## src/inc/smsp_consts.vh

```
// Register offsets, field positions, reset values and encodings for the serial port
`ifndef SMSP_CONSTS_VH
`define SMSP_CONSTS_VH

// Register offsets (word index on the plain register port)
`define SMSP_ADDR_CTRL 4'h0
`define SMSP_ADDR_DATA 4'h1
`define SMSP_ADDR_CFG 4'h2
`define SMSP_ADDR_RATE 4'h3

// Control register fields
`define SMSP_CTRL_TCF 7
`define SMSP_CTRL_WCF 6
`define SMSP_CTRL_MFF 5
`define SMSP_CTRL_ROF 4
`define SMSP_CTRL_SMH 3
`define SMSP_CTRL_SML 2
`define SMSP_CTRL_TBE 1
`define SMSP_CTRL_PEN 0

// Configuration register fields
`define SMSP_CFG_BUSY 7
`define SMSP_CFG_MEN 6
`define SMSP_CFG_SLSEL 3
`define SMSP_CFG_SELIN 2
`define SMSP_CFG_SRE 1
`define SMSP_CFG_RBE 0

// Reset values
`define SMSP_CTRL_RESET 8'h06
`define SMSP_CFG_RESET 8'h07
`define SMSP_RATE_RESET 8'h00

// Select mode encodings
`define SMSP_SM_3WIRE 2'h0
`define SMSP_SM_MULTI 2'h1

// Bits per byte
`define SMSP_BITS 4'h8

`endif

```

## src/design/smsp_sync2.v

```verilog
// Two-flop synchroniser for a group of asynchronous inputs
`timescale 1ns/10ps
module smsp_sync2 #(
    parameter WIDTH = 1
) (
    // Clock and reset
    input wire sys_clk,
    input wire arst_n,
    // Data
    input wire [WIDTH-1:0] async_in,
    output reg [WIDTH-1:0] sync_out
);

    reg [WIDTH-1:0] stage1_reg;

    // First stage is read only by the second stage
    always @(posedge sys_clk or negedge arst_n) begin
        if (!arst_n) begin
            stage1_reg <= {WIDTH{1'b0}};
            sync_out <= {WIDTH{1'b0}};
        end else begin
            stage1_reg <= async_in;
            sync_out <= stage1_reg;
        end
    end

endmodule // smsp_sync2

```

## src/design/smsp_port.v

```verilog
// Byte-wide serial port, master or slave, with register access
`timescale 1ns/10ps
`include "smsp_consts.vh"

// Summary of operation
// - Bytes shift most significant bit first on both data lines.
// - Master drives master-out from top bit of the shift register.
// - Master-in floats when disabled or unselected 4-wire slave; 3-wire slave drives it.
// - 4-wire slave ignores serial clock while select input is high.
// - Select mode 00 three-wire, 01 select input, 1x select output.
// - Single-master 4-wire mode drives select pin with the mode low bit.
// - Master data write fills transmit buffer; empty shifter loads and starts.
// - Master shifts out while clocking and captures master-in into same register.
// - Master moves finished byte to receive buffer; data reads return it.
// - Every finished byte sets the transfer complete flag.
// - Master in multi-master mode with select low clears master and port enables, sets mode fault.
// - Enabled with master enable clear acts as slave, shifting on external clock.
// - Slave counts clock edges; after 8 bits sets flag and copies byte.
// - Slave data writes go via transmit buffer, loading shifter at once if empty.
// - Occupied slave shifter reloads from transmit buffer after a transfer's last sample edge.
// - 4-wire slave active while select low; bit counter resets on select fall.
// - 3-wire slave counter resets only by toggling the port enable bit.
// - Data write with full transmit buffer sets collision flag and is discarded.
// - Slave completion with unread receive byte sets overrun and drops new byte.
// - The four flags are set by hardware and cleared only by software.
module smsp_port #(
    parameter DIV_WIDTH = 8
) (
    // Clock and reset
    input wire sys_clk,
    input wire arst_n,
    // Register port
    input wire [3:0] reg_addr,
    input wire [7:0] reg_wdata,
    input wire reg_wr,
    input wire reg_rd,
    output reg [7:0] reg_rdata,
    // Serial clock pin
    input wire sclk_in,
    output reg sclk_out,
    output reg sclk_oe,
    // Master-out pin
    input wire mosi_in,
    output reg mosi_out,
    output reg mosi_oe,
    // Master-in pin
    input wire miso_in,
    output reg miso_out,
    output reg miso_oe,
    // Select pin
    input wire slave_select_line_in,
    output reg slave_select_line_out,
    output reg slave_select_line_oe,
    // Transfer complete level for an outside interrupt controller
    output reg transfer_complete_flag
);

    // Control bits
    reg write_collision_flag;
    reg mode_fault_flag;
    reg receive_overrun_flag;
    reg select_mode_high_bit;
    reg select_mode_low_bit;
    reg port_enable_bit;
    reg master_enable_bit;
    reg clk_pol_reg;
    reg clk_pha_reg;
    reg [7:0] rate_reg;
    // Data path
    reg [7:0] shift_reg;
    reg [7:0] tx_buf_reg;
    reg tx_full_reg;
    reg [7:0] rx_buf_reg;
    reg rx_full_reg;
    reg shift_full_reg;
    reg [3:0] bit_cnt_reg;
    reg busy_reg;
    // Master timing
    reg [DIV_WIDTH-1:0] div_cnt_reg;
    reg mst_phase_reg;
    // Slave edge detection
    reg sclk_d_reg;
    reg sel_d_reg;
    reg [3:0] nxt_cnt;

    wire [2:0] pins_sync;
    wire sclk_s;
    wire mosi_s;
    wire miso_s;
    wire sel_n_s;
    wire sel_act_s;

    // Every pin input passes two flops before use
    smsp_sync2 #(
        .WIDTH(3)
    ) u_sync (
        .sys_clk(sys_clk),
        .arst_n(arst_n),
        .async_in({sclk_in, mosi_in, miso_in}),
        .sync_out(pins_sync)
    );

    smsp_sync2 #(
        .WIDTH(1)
    ) u_sync_sel (
        .sys_clk(sys_clk),
        .arst_n(arst_n),
        .async_in(!slave_select_line_in),
        .sync_out(sel_act_s)
    );

    // Select travels inverted so it leaves reset at its idle high level, no false fall
    assign sel_n_s = !sel_act_s;

    assign sclk_s = pins_sync[2];
    assign mosi_s = pins_sync[1];
    assign miso_s = pins_sync[0];

    // Mode decode
    wire mode_3w = ({select_mode_high_bit, select_mode_low_bit} == `SMSP_SM_3WIRE);
    wire mode_mm = ({select_mode_high_bit, select_mode_low_bit} == `SMSP_SM_MULTI);
    wire is_master = port_enable_bit && master_enable_bit;
    wire is_slave = port_enable_bit && !master_enable_bit;
    // Three-wire slave is always selected; four-wire needs select low
    wire slv_sel = mode_3w || !sel_n_s;
    wire slv_act = is_slave && slv_sel;
    // Polarity-corrected serial clock, rising means leading edge
    wire sck_lvl = sclk_s ^ clk_pol_reg;
    wire sck_prev = sclk_d_reg ^ clk_pol_reg;
    wire lead_edge = sck_lvl && !sck_prev;
    wire trail_edge = !sck_lvl && sck_prev;
    // Sample on the first edge with phase 0, second with phase 1
    wire smp_edge = clk_pha_reg ? trail_edge : lead_edge;
    wire drv_edge = clk_pha_reg ? lead_edge : trail_edge;
    wire sel_fall = sel_d_reg && !sel_n_s;

    // Data write and collision decode
    wire data_wr = reg_wr && (reg_addr == `SMSP_ADDR_DATA);
    wire data_rd = reg_rd && (reg_addr == `SMSP_ADDR_DATA);
    wire ctrl_wr = reg_wr && (reg_addr == `SMSP_ADDR_CTRL);
    wire cfg_wr = reg_wr && (reg_addr == `SMSP_ADDR_CFG);
    wire wr_accept = data_wr && !tx_full_reg;
    wire wr_collide = data_wr && tx_full_reg;
    wire mode_fault = is_master && mode_mm && !sel_n_s;
    wire tick = (div_cnt_reg == {DIV_WIDTH{1'b0}});

    // Byte completion events
    wire mst_done = is_master && busy_reg && tick && mst_phase_reg && (bit_cnt_reg == `SMSP_BITS - 4'h1);
    wire slv_done = slv_act && smp_edge && (bit_cnt_reg == `SMSP_BITS - 4'h1);
    wire byte_done = mst_done || slv_done;

    // Delayed copies for edge detection
    always @(posedge sys_clk or negedge arst_n) begin
        if (!arst_n) begin
            sclk_d_reg <= 1'b0;
            sel_d_reg <= 1'b1;
        end else begin
            sclk_d_reg <= sclk_s;
            sel_d_reg <= sel_n_s;
        end
    end

    // Control register and flags; hardware set wins over software clear
    always @(posedge sys_clk or negedge arst_n) begin
        if (!arst_n) begin
            transfer_complete_flag <= 1'b0;
            write_collision_flag <= 1'b0;
            mode_fault_flag <= 1'b0;
            receive_overrun_flag <= 1'b0;
            select_mode_high_bit <= 1'b0;
            select_mode_low_bit <= 1'b1;
            port_enable_bit <= 1'b0;
            master_enable_bit <= 1'b0;
            clk_pol_reg <= 1'b0;
            clk_pha_reg <= 1'b0;
            rate_reg <= `SMSP_RATE_RESET;
        end else begin
            if (ctrl_wr) begin
                transfer_complete_flag <= reg_wdata[`SMSP_CTRL_TCF];
                write_collision_flag <= reg_wdata[`SMSP_CTRL_WCF];
                mode_fault_flag <= reg_wdata[`SMSP_CTRL_MFF];
                receive_overrun_flag <= reg_wdata[`SMSP_CTRL_ROF];
                select_mode_high_bit <= reg_wdata[`SMSP_CTRL_SMH];
                select_mode_low_bit <= reg_wdata[`SMSP_CTRL_SML];
                port_enable_bit <= reg_wdata[`SMSP_CTRL_PEN];
            end
            if (cfg_wr) begin
                master_enable_bit <= reg_wdata[`SMSP_CFG_MEN];
                clk_pha_reg <= reg_wdata[5];
                clk_pol_reg <= reg_wdata[4];
            end
            if (reg_wr && (reg_addr == `SMSP_ADDR_RATE)) begin
                rate_reg <= reg_wdata;
            end
            // Hardware sets after software writes so they win
            if (byte_done) begin
                transfer_complete_flag <= 1'b1;
            end
            if (wr_collide) begin
                write_collision_flag <= 1'b1;
            end
            if (slv_done && rx_full_reg && !data_rd) begin
                receive_overrun_flag <= 1'b1;
            end
            if (mode_fault) begin
                mode_fault_flag <= 1'b1;
                master_enable_bit <= 1'b0;
                port_enable_bit <= 1'b0;
            end
        end
    end

    // Next bit count for a slave sample edge
    always @* begin
        nxt_cnt = bit_cnt_reg + 4'h1;
        if (bit_cnt_reg == `SMSP_BITS - 4'h1) begin
            nxt_cnt = 4'h0;
        end
    end

    // Shift register, buffers, counter and master clock generation
    always @(posedge sys_clk or negedge arst_n) begin
        if (!arst_n) begin
            shift_reg <= 8'h00;
            tx_buf_reg <= 8'h00;
            tx_full_reg <= 1'b0;
            rx_buf_reg <= 8'h00;
            rx_full_reg <= 1'b0;
            shift_full_reg <= 1'b0;
            bit_cnt_reg <= 4'h0;
            busy_reg <= 1'b0;
            div_cnt_reg <= {DIV_WIDTH{1'b0}};
            mst_phase_reg <= 1'b0;
        end else begin
            if (data_rd) begin
                rx_full_reg <= 1'b0;
            end
            if (wr_accept) begin
                tx_buf_reg <= reg_wdata;
                tx_full_reg <= 1'b1;
            end
            if (!port_enable_bit) begin
                // Disabling clears the counter; only way for a 3-wire slave
                bit_cnt_reg <= 4'h0;
                busy_reg <= 1'b0;
                mst_phase_reg <= 1'b0;
                shift_full_reg <= 1'b0;
            end else if (is_master) begin
                if (!busy_reg) begin
                    // Empty shifter takes the buffer and starts at once
                    if (tx_full_reg) begin
                        shift_reg <= tx_buf_reg;
                        tx_full_reg <= 1'b0;
                        busy_reg <= 1'b1;
                        bit_cnt_reg <= 4'h0;
                        mst_phase_reg <= 1'b0;
                        div_cnt_reg <= rate_reg[DIV_WIDTH-1:0];
                    end
                end else if (tick) begin
                    div_cnt_reg <= rate_reg[DIV_WIDTH-1:0];
                    mst_phase_reg <= !mst_phase_reg;
                    if (mst_phase_reg) begin
                        // End of bit: sample master-in into the freed low bit
                        shift_reg <= {shift_reg[6:0], miso_s};
                        bit_cnt_reg <= bit_cnt_reg + 4'h1;
                        if (mst_done) begin
                            rx_buf_reg <= {shift_reg[6:0], miso_s};
                            rx_full_reg <= 1'b1;
                            busy_reg <= 1'b0;
                            bit_cnt_reg <= 4'h0;
                        end
                    end
                end else begin
                    div_cnt_reg <= div_cnt_reg - {{(DIV_WIDTH-1){1'b0}}, 1'b1};
                end
            end else begin
                // Slave: counter restarts on each select fall outside three-wire mode
                if (!mode_3w && sel_fall) begin
                    bit_cnt_reg <= 4'h0;
                end else if (slv_act && smp_edge) begin
                    shift_reg <= {shift_reg[6:0], mosi_s};
                    bit_cnt_reg <= nxt_cnt;
                    busy_reg <= 1'b1;
                    shift_full_reg <= 1'b0;
                    if (slv_done) begin
                        busy_reg <= 1'b0;
                        if (!rx_full_reg || data_rd) begin
                            rx_buf_reg <= {shift_reg[6:0], mosi_s};
                            rx_full_reg <= 1'b1;
                        end
                        // Reload on the last sample edge of the byte
                        if (tx_full_reg) begin
                            shift_reg <= tx_buf_reg;
                            tx_full_reg <= 1'b0;
                            shift_full_reg <= 1'b1;
                        end
                    end
                end else if (tx_full_reg && !shift_full_reg && !busy_reg) begin
                    shift_reg <= tx_buf_reg;
                    tx_full_reg <= 1'b0;
                    shift_full_reg <= 1'b1;
                end
            end
        end
    end

    // Pin drivers, all registered
    always @(posedge sys_clk or negedge arst_n) begin
        if (!arst_n) begin
            sclk_out <= 1'b0;
            sclk_oe <= 1'b0;
            mosi_out <= 1'b0;
            mosi_oe <= 1'b0;
            miso_out <= 1'b0;
            miso_oe <= 1'b0;
            slave_select_line_out <= 1'b1;
            slave_select_line_oe <= 1'b0;
        end else begin
            // Master: clock toggles mid-bit per phase setting
            sclk_oe <= is_master;
            sclk_out <= clk_pol_reg ^ (busy_reg && (mst_phase_reg ^ clk_pha_reg));
            mosi_oe <= is_master;
            mosi_out <= shift_reg[7];
            // Slave output updates on driving edges, and every cycle while idle or not an active slave
            miso_oe <= is_slave && slv_sel;
            if (!slv_act || drv_edge || !busy_reg) begin
                miso_out <= shift_reg[7];
            end
            // Select output only in single-master 4-wire mode
            slave_select_line_oe <= select_mode_high_bit && port_enable_bit;
            slave_select_line_out <= select_mode_low_bit;
        end
    end

    // Register read data, one cycle after the strobe
    always @(posedge sys_clk or negedge arst_n) begin
        if (!arst_n) begin
            reg_rdata <= 8'h00;
        end else if (reg_rd) begin
            case (reg_addr)
                `SMSP_ADDR_CTRL: reg_rdata <= {transfer_complete_flag, write_collision_flag, mode_fault_flag,
                    receive_overrun_flag, select_mode_high_bit, select_mode_low_bit, !tx_full_reg, port_enable_bit};
                `SMSP_ADDR_DATA: reg_rdata <= rx_buf_reg;
                `SMSP_ADDR_CFG: reg_rdata <= {busy_reg, master_enable_bit, clk_pha_reg, clk_pol_reg,
                    slv_sel && !mode_3w, sel_n_s, is_master || !(shift_full_reg || busy_reg),
                    is_master || !rx_full_reg};
                `SMSP_ADDR_RATE: reg_rdata <= rate_reg;
                default: reg_rdata <= 8'h00;
            endcase
        end else begin
            reg_rdata <= 8'h00;
        end
    end

endmodule // smsp_port

```

## config.mk

```make
export PLATFORM = sky130hd
export DESIGN_NAME = smsp_port
export DESIGN_NICKNAME = d
export VERILOG_FILES = /design/src/design/smsp_sync2.v /design/src/design/smsp_port.v
export VERILOG_INCLUDE_DIRS = /design/src /design/src/inc
export SDC_FILE = /design/constraint.sdc
export NUM_CORES = 1
export LEC_CHECK = 0
export BUFFER_PORTS_ARGS = -buffer_cell sky130_fd_sc_hd__clkbuf_2
export CAP_MARGIN = 20
export CORE_ASPECT_RATIO = 0.6
export CORE_MARGIN = 2
export CORE_UTILIZATION = 59
export DETAILED_ROUTE_END_ITERATION = 6
export GPL_ROUTABILITY_DRIVEN = 0
export GPL_TIMING_DRIVEN = 0
export HOLD_SLACK_MARGIN = 0.05
export PLACE_DENSITY = 0.78
export SLEW_MARGIN = 15
export SYNTH_ARGS = -nofsm -noshare
export SYNTH_HDL_FRONTEND = slang
export SYNTH_SLANG_ARGS = --single-unit
```

## constraint.sdc

```tcl
create_clock -name sys_clk -period 2.61 [get_ports sys_clk]
set_input_delay 0 -clock sys_clk [delete_from_list [all_inputs] [get_ports sys_clk]]
set_output_delay 0 -clock sys_clk [all_outputs]
set_load 0.005 [all_outputs]
```

## Word-level counts from Yosys, hierarchy flattened

Cells that the tools add are included.

- Reductions and logical operators: 71
- Multiplexer cells: 89
- Add/subtract/negate cells: 2
- Shift operators: 0
- Equal/unequal tests: 25
- $lt $le $gt $ge: 0
- Bitwise gates (word level): 4
- Multipliers: 0
- Divide/modulo/power cells: 0

Operators by type and width:

| kind | number |
|---|---|
| 8-bit two-way mux | 23 |
| 1-bit two-way mux | 55 |
| 4-bit two-way mux | 10 |
| 8-bit one-hot mux with 4 select lines | 1 |
| 1-bit logical AND | 29 |
| 2-bit nonzero test | 9 |
| 1-bit zero test | 14 |
| 2-bit != test (second input constant) | 5 |
| 3-bit by 1-bit != test with 1-bit output (second input constant) | 3 |
| 3-bit != test (second input constant) | 3 |
| 3-bit AND reduction | 3 |
| 9-bit AND reduction | 1 |
| 4-bit by 2-bit equality test with 1-bit output (second input constant) | 2 |
| 8-bit zero test | 1 |
| 1-bit logical OR | 8 |
| 4-bit != test (second input constant) | 2 |
| 8-bit by 1-bit subtractor with 8-bit output (second input constant) | 1 |
| 2-bit by 1-bit != test with 1-bit output (second input constant) | 3 |
| 3-bit by 2-bit != test with 1-bit output (second input constant) | 2 |
| 6-bit AND reduction | 1 |
| 4-bit by 1-bit adder with 4-bit output (second input constant) | 1 |
| 4-bit by 1-bit equality test with 1-bit output (second input constant) | 1 |
| 4-bit by 3-bit equality test with 1-bit output (second input constant) | 1 |
| 4-bit zero test | 1 |
| 8 further kinds | 11 |

- Bits in registers: 84
- Memories: 0
- Output and inout port bits: 17
- Memory bits (read-only): 0
- RAM bits: 0
- Latch bits: 0

## Depth between registers and ports, before layout

- Depth in word-level cells: 11
- Mapped depth: 9
- Depth with buffers taken out: 7

## Hierarchy

From an unflattened synthesis, not the netlist that was laid out.

- Cell total of the unflattened synthesis: 340
- Area total of the unflattened synthesis: 4,058.9 um^2

By module, submodules not included:

| module | instances | cells each | area an instance (um^2) | seq. area each (um^2) |
|---|---|---|---|---|
| smsp_port | 1 | 332 | 3,858.7 | 1,905.6 |
| smsp_sync2 at u_sync | 1 | 6 | 150.1 | 150.1 |
| smsp_sync2 at u_sync_sel | 1 | 2 | 50.0 | 50.0 |

## Worst setup path before layout

No wires, ideal clock.

- Path kind: register -> register
- Start point: register clk_pol_reg
- End point: register shift_reg[1]
- Data required time: 2.485 ns
- Path buffers: 1
- Stages on the path, launching flop included: 7
- Setup time: 0.125 ns
- Arrival: 1.996 ns
- Slack: 0.489 ns
- Cell sequence: dfrtp_1 xor2_1 mux2_4 a32o_1 buf_6 mux2_4 mux2_2

- Longest elaborated chain between the ends: 10

Ends and longest elaborated chain:

| element | RTL line | RTL |
|---|---|---|
| start: declaration | smsp_port.v:66 | `reg clk_pol_reg;` |
| start signal: assignment | smsp_port.v:190 | `clk_pol_reg <= reg_wdata[4];` |
| 1-bit bitwise XOR, on equally long branches | smsp_port.v:129, smsp_port.v:128 |  |
| 1-bit zero test, on equally long branches | smsp_port.v:130, smsp_port.v:131 |  |
| 1-bit logical AND, on equally long branches | smsp_port.v:130, smsp_port.v:131 |  |
| 1-bit two-way mux (*) | smsp_port.v:133 | `wire smp_edge = clk_pha_reg ? trail_edge : lead_edge;` |
| 1-bit logical AND (*) | smsp_port.v:149, smsp_port.v:280 |  |
| 1-bit logical AND | smsp_port.v:149 | `` wire slv_done = slv_act && smp_edge && (bit_cnt_reg == `SMSP_BITS - 4'h1); `` |
| 8-bit two-way mux | smsp_port.v:285 | `if (slv_done) begin` |
| 8-bit two-way mux | smsp_port.v:280 | `end else if (slv_act && smp_edge) begin` |
| 8-bit two-way mux | smsp_port.v:278 | `if (!mode_3w && sel_fall) begin` |
| 8-bit two-way mux | smsp_port.v:248 | `end else if (is_master) begin` |
| end signal: assignment | smsp_port.v:252 | `shift_reg <= tx_buf_reg;` |
| end signal: assignment | smsp_port.v:281 | `shift_reg <= {shift_reg[6:0], mosi_s};` |
| end signal: assignment | smsp_port.v:293 | `shift_reg <= tx_buf_reg;` |
| end: declaration | smsp_port.v:70 | `reg [7:0] shift_reg;` |

Mark *: on every way between the ends. The rest lies on a longest branch, timed or not. The select of a mux whose other input is x is not followed.
A chain may end at the register's enable or synchronous reset.

## Worst setup path in the final report

- Start point: register div_cnt_reg[0]
- End point: register rx_buf_reg[0]

- Longest elaborated chain between the ends: 6

Ends and longest elaborated chain:

| element | RTL line | RTL |
|---|---|---|
| start: declaration | smsp_port.v:79 | `reg [DIV_WIDTH-1:0] div_cnt_reg;` |
| start signal: assignment | smsp_port.v:232 | `div_cnt_reg <= {DIV_WIDTH{1'b0}};` |
| start signal: assignment | smsp_port.v:257 | `div_cnt_reg <= rate_reg[DIV_WIDTH-1:0];` |
| start signal: assignment | smsp_port.v:260 | `div_cnt_reg <= rate_reg[DIV_WIDTH-1:0];` |
| 8-bit zero test (*) | smsp_port.v:145 | `wire tick = (div_cnt_reg == {DIV_WIDTH{1'b0}});` |
| 1-bit logical AND (3 in series) | smsp_port.v:148 | `` wire mst_done = is_master && busy_reg && tick && mst_phase_reg && (bit_cnt_reg == `SMSP_BITS - 4'h1); `` |
| 2-bit by 1-bit != test with 1-bit output (no line) | - |  |
| 9-bit AND reduction (no line) (*) | - |  |
| end signal: assignment | smsp_port.v:267 | `rx_buf_reg <= {shift_reg[6:0], miso_s};` |
| end signal: assignment | smsp_port.v:288 | `rx_buf_reg <= {shift_reg[6:0], mosi_s};` |
| end: declaration | smsp_port.v:73 | `reg [7:0] rx_buf_reg;` |

Mark *: on every way between the ends. The rest lies on a longest branch, timed or not.

==> run metrics <==
Max FO, Critical Path=8; Seq cells post-synth=84; Rows=23; Async SR Flop Fraction=1.000; clock power share=0.241; setup bufs post-CTS=0; layout cells sized above 1=0.2966; Tightest Pin Transition=857.7 ps; H-tree level count=3; Cells after Synth=338; most frequent cells in the layout=dfrtp_1, mux2_2, clkbuf_2; Reg power frac=0.461; Die Ht=between 60 and 70 um; skew final=12.05 ps; area delta synth->final=18.06%; die width=about 110 um; Crit path arrival time=2690 ps; first-pass GRT wire length=15.42 mm; Max Clock Freq=410.9 MHz; Finished Cell Area=4695 um2; Primary FF master, synth=dfrtp_1; Crit Path Class=flip-flop to flip-flop; initial core utilization=0.6034; reg-to-reg slack, setup=180 ps; Internal Pwr Total=2.644 mW; post-route minimum period=2434 ps; DR vias/cell=6.196; Vias=3,067; Min-Delay Path Class=input port to asynchronous set/reset pin; status=finished clean; worst reg2reg path depth=8; fill count=around 480; YS warnings=0; Slew Limit Headroom=0.4202; MaxCap Viol Count=0; CTS tree=yes; maximum vdd drop=451.6 uV; Syn Nets=360; Final Util=0.7124; clock tree sinks=between 80 and 90; clock root buffer=clkbuf_8; P_sw=1.322 mW; CP Capture Type=flip-flop; post-route ant nets=0; leak pwr=2.185 nW; CP Launch Type=flip-flop; final-report hold violation count=0; synthesized cell area=~4000 um2; DRT iter0 DRCs=282; number of flops mapped to enable cells by yosys=0; Buffers on Ports=35; worst r2r src=div_cnt_reg[0]; Placeable Area=between 6000 and 7000 um2; Clock Path Buffers=2; Tcrit/Tclk final=0.9324; Synth Area per Inst=11.76 um2; I/O pin total=37; DIE AREA=about 7400 um2; drt total wl=9.588 mm; Nets=425; Worst EP required=2860 ps; Synth cell types=64; total grt overflow=0; GRT Overall Usage=0.2909; WL per Instance=19.37 um; DP Area=approximately 4300 um2; hpwl dp=6.470 mm; PwrDens=844.8 nW/um2; Residual DRC=0; Final Max Tran Viols=0; RSZ-0062 raised after global routing=no; CTS buffer count=9; Final Setup Violations=0; sequential-to-total area share from yosys stat=0.5296; vias in the first global route=a little under 3,000; initial antenna violation count=0; largest net degree at the start of global routing=57; clock slew at reported path FFs=80 ps; Diodes inserted=0; reg-to-reg critical path endpoint=rx_buf_reg[0]; Comb power frac=0.299; Sw Share=0.3333; TNS Setup=0 ps; most common cell after layout, fill and taps aside=dfrtp_1; worst skew pair latency=370 ps; First-pass DRT Iterations=5
-- how the worst max path moves through the flow --
stage | from | endpoint | slack [ps] | cells past startpoint
detailed placement | port_enable_bit | shift_reg[4] | 60 | 7
finish | div_cnt_reg[0] | rx_buf_reg[0] | 180 | 8
global placement | div_cnt_reg[0] | rx_buf_reg[0] | 140 | 8
global route | port_enable_bit | shift_reg[2] | 110 | 8
CTS | port_enable_bit | shift_reg[2] | 10 | 7
floorplan | clk_pol_reg | shift_reg[1] | 490 | 6
-- cells in the mapped netlist, drive strengths merged (3+ instances only) --
master	instances	area [um2]
a21o	3	22.52
a21oi	13	68.82
a22oi	3	22.52
a31oi	7	43.79
buf	9	51.30
clkbuf	7	26.28
dfrtp	81	2027
dfstp	3	78.83
inv	11	41.29
mux2	48	570.6
mux2i	7	70.07
mux4	5	112.6
nand2	18	67.56
nand2b	5	31.28
nand3	6	30.03
nor2	26	97.59
nor2b	11	68.82
nor3	3	15.01
nor4	3	18.77
o21ai	21	108.9
o31ai	3	22.52
or4	3	22.52
-- routing by layer --
metal  GRT usage  part of all wire
met3      0.1207             0.096
met1      0.4109              0.45
met4     0.07120             0.022
met5           0                 0
met2      0.4187              0.43
-- cells by family after synthesis --
logic type | after synthesis | synth area share
AND/OR/NAND/NOR | 89 | 0.1161
flip-flops | 84 | 0.5296
AO/OA/AOI/OAI | 72 | 0.1211
multiplexers | 60 | 0.1894
buffers and inverters | 28 | 0.03084
XOR/XNOR | 3 | 0.006609
adder cells (fa/ha/maj) | 2 | 0.006292
-- final cells by class --
class,count,area (um2),share of cell area
timing repair buffer,54,385.4,0.08209
inverter,12,45.04,0.009595
clock inverter,4,47.55,0.01013
sequential,84,2106,0.4486
tap,87,108.9,0.02319
multi-input combinational,226,1769,0.3769
clock buffer,12,155.1,0.03305
buffer,16,77.57,0.01652
-- power by group through the flow --
stage,Combinational (mW),Clock [mW],Sequential (mW)
4_1_cts,1.15,0.975,1.82
3_5_place_dp,1.12,0,1.84
3_3_place_gp,1.07,0,1.83
2_1_floorplan,0.841,0,1.76
5_1_grt,1.31,1.03,1.86
6_report,1.18,0.954,1.83
-- through the flow --
stage          hold WS, ps  setup slack (ps)  total power [mW]  std cells
4_1_cts              122.5             14.79             3.940        495
3_3_place_gp         108.0             143.3             2.901        460
6_report             117.3             176.4             3.966        495
3_5_place_dp        -14.70             61.39             2.955        461
2_1_floorplan       -295.6             489.2             2.605        338
5_1_grt              147.0             113.5             4.202        495
-- what timing repair did --
action / 4_1_cts / 5_1_grt
endpoints found under the setup margin: 0 / 17
endpoints found under the hold margin: 112 / 0
gates resized for setup: 0 / 4
hold buffers: 18 / 0
-- worst max-delay path, cell delays in order, from the launching register on --
cell,delay (ps)
dfrtp_1,420
inv_1,80
ha_1,200
nor4bb_2,430
nand2_1,200
o31a_1,300
a21o_1,150
buf_2,210
mux2_1,330
No activity file was read; power rests on OpenSTA's default activity.
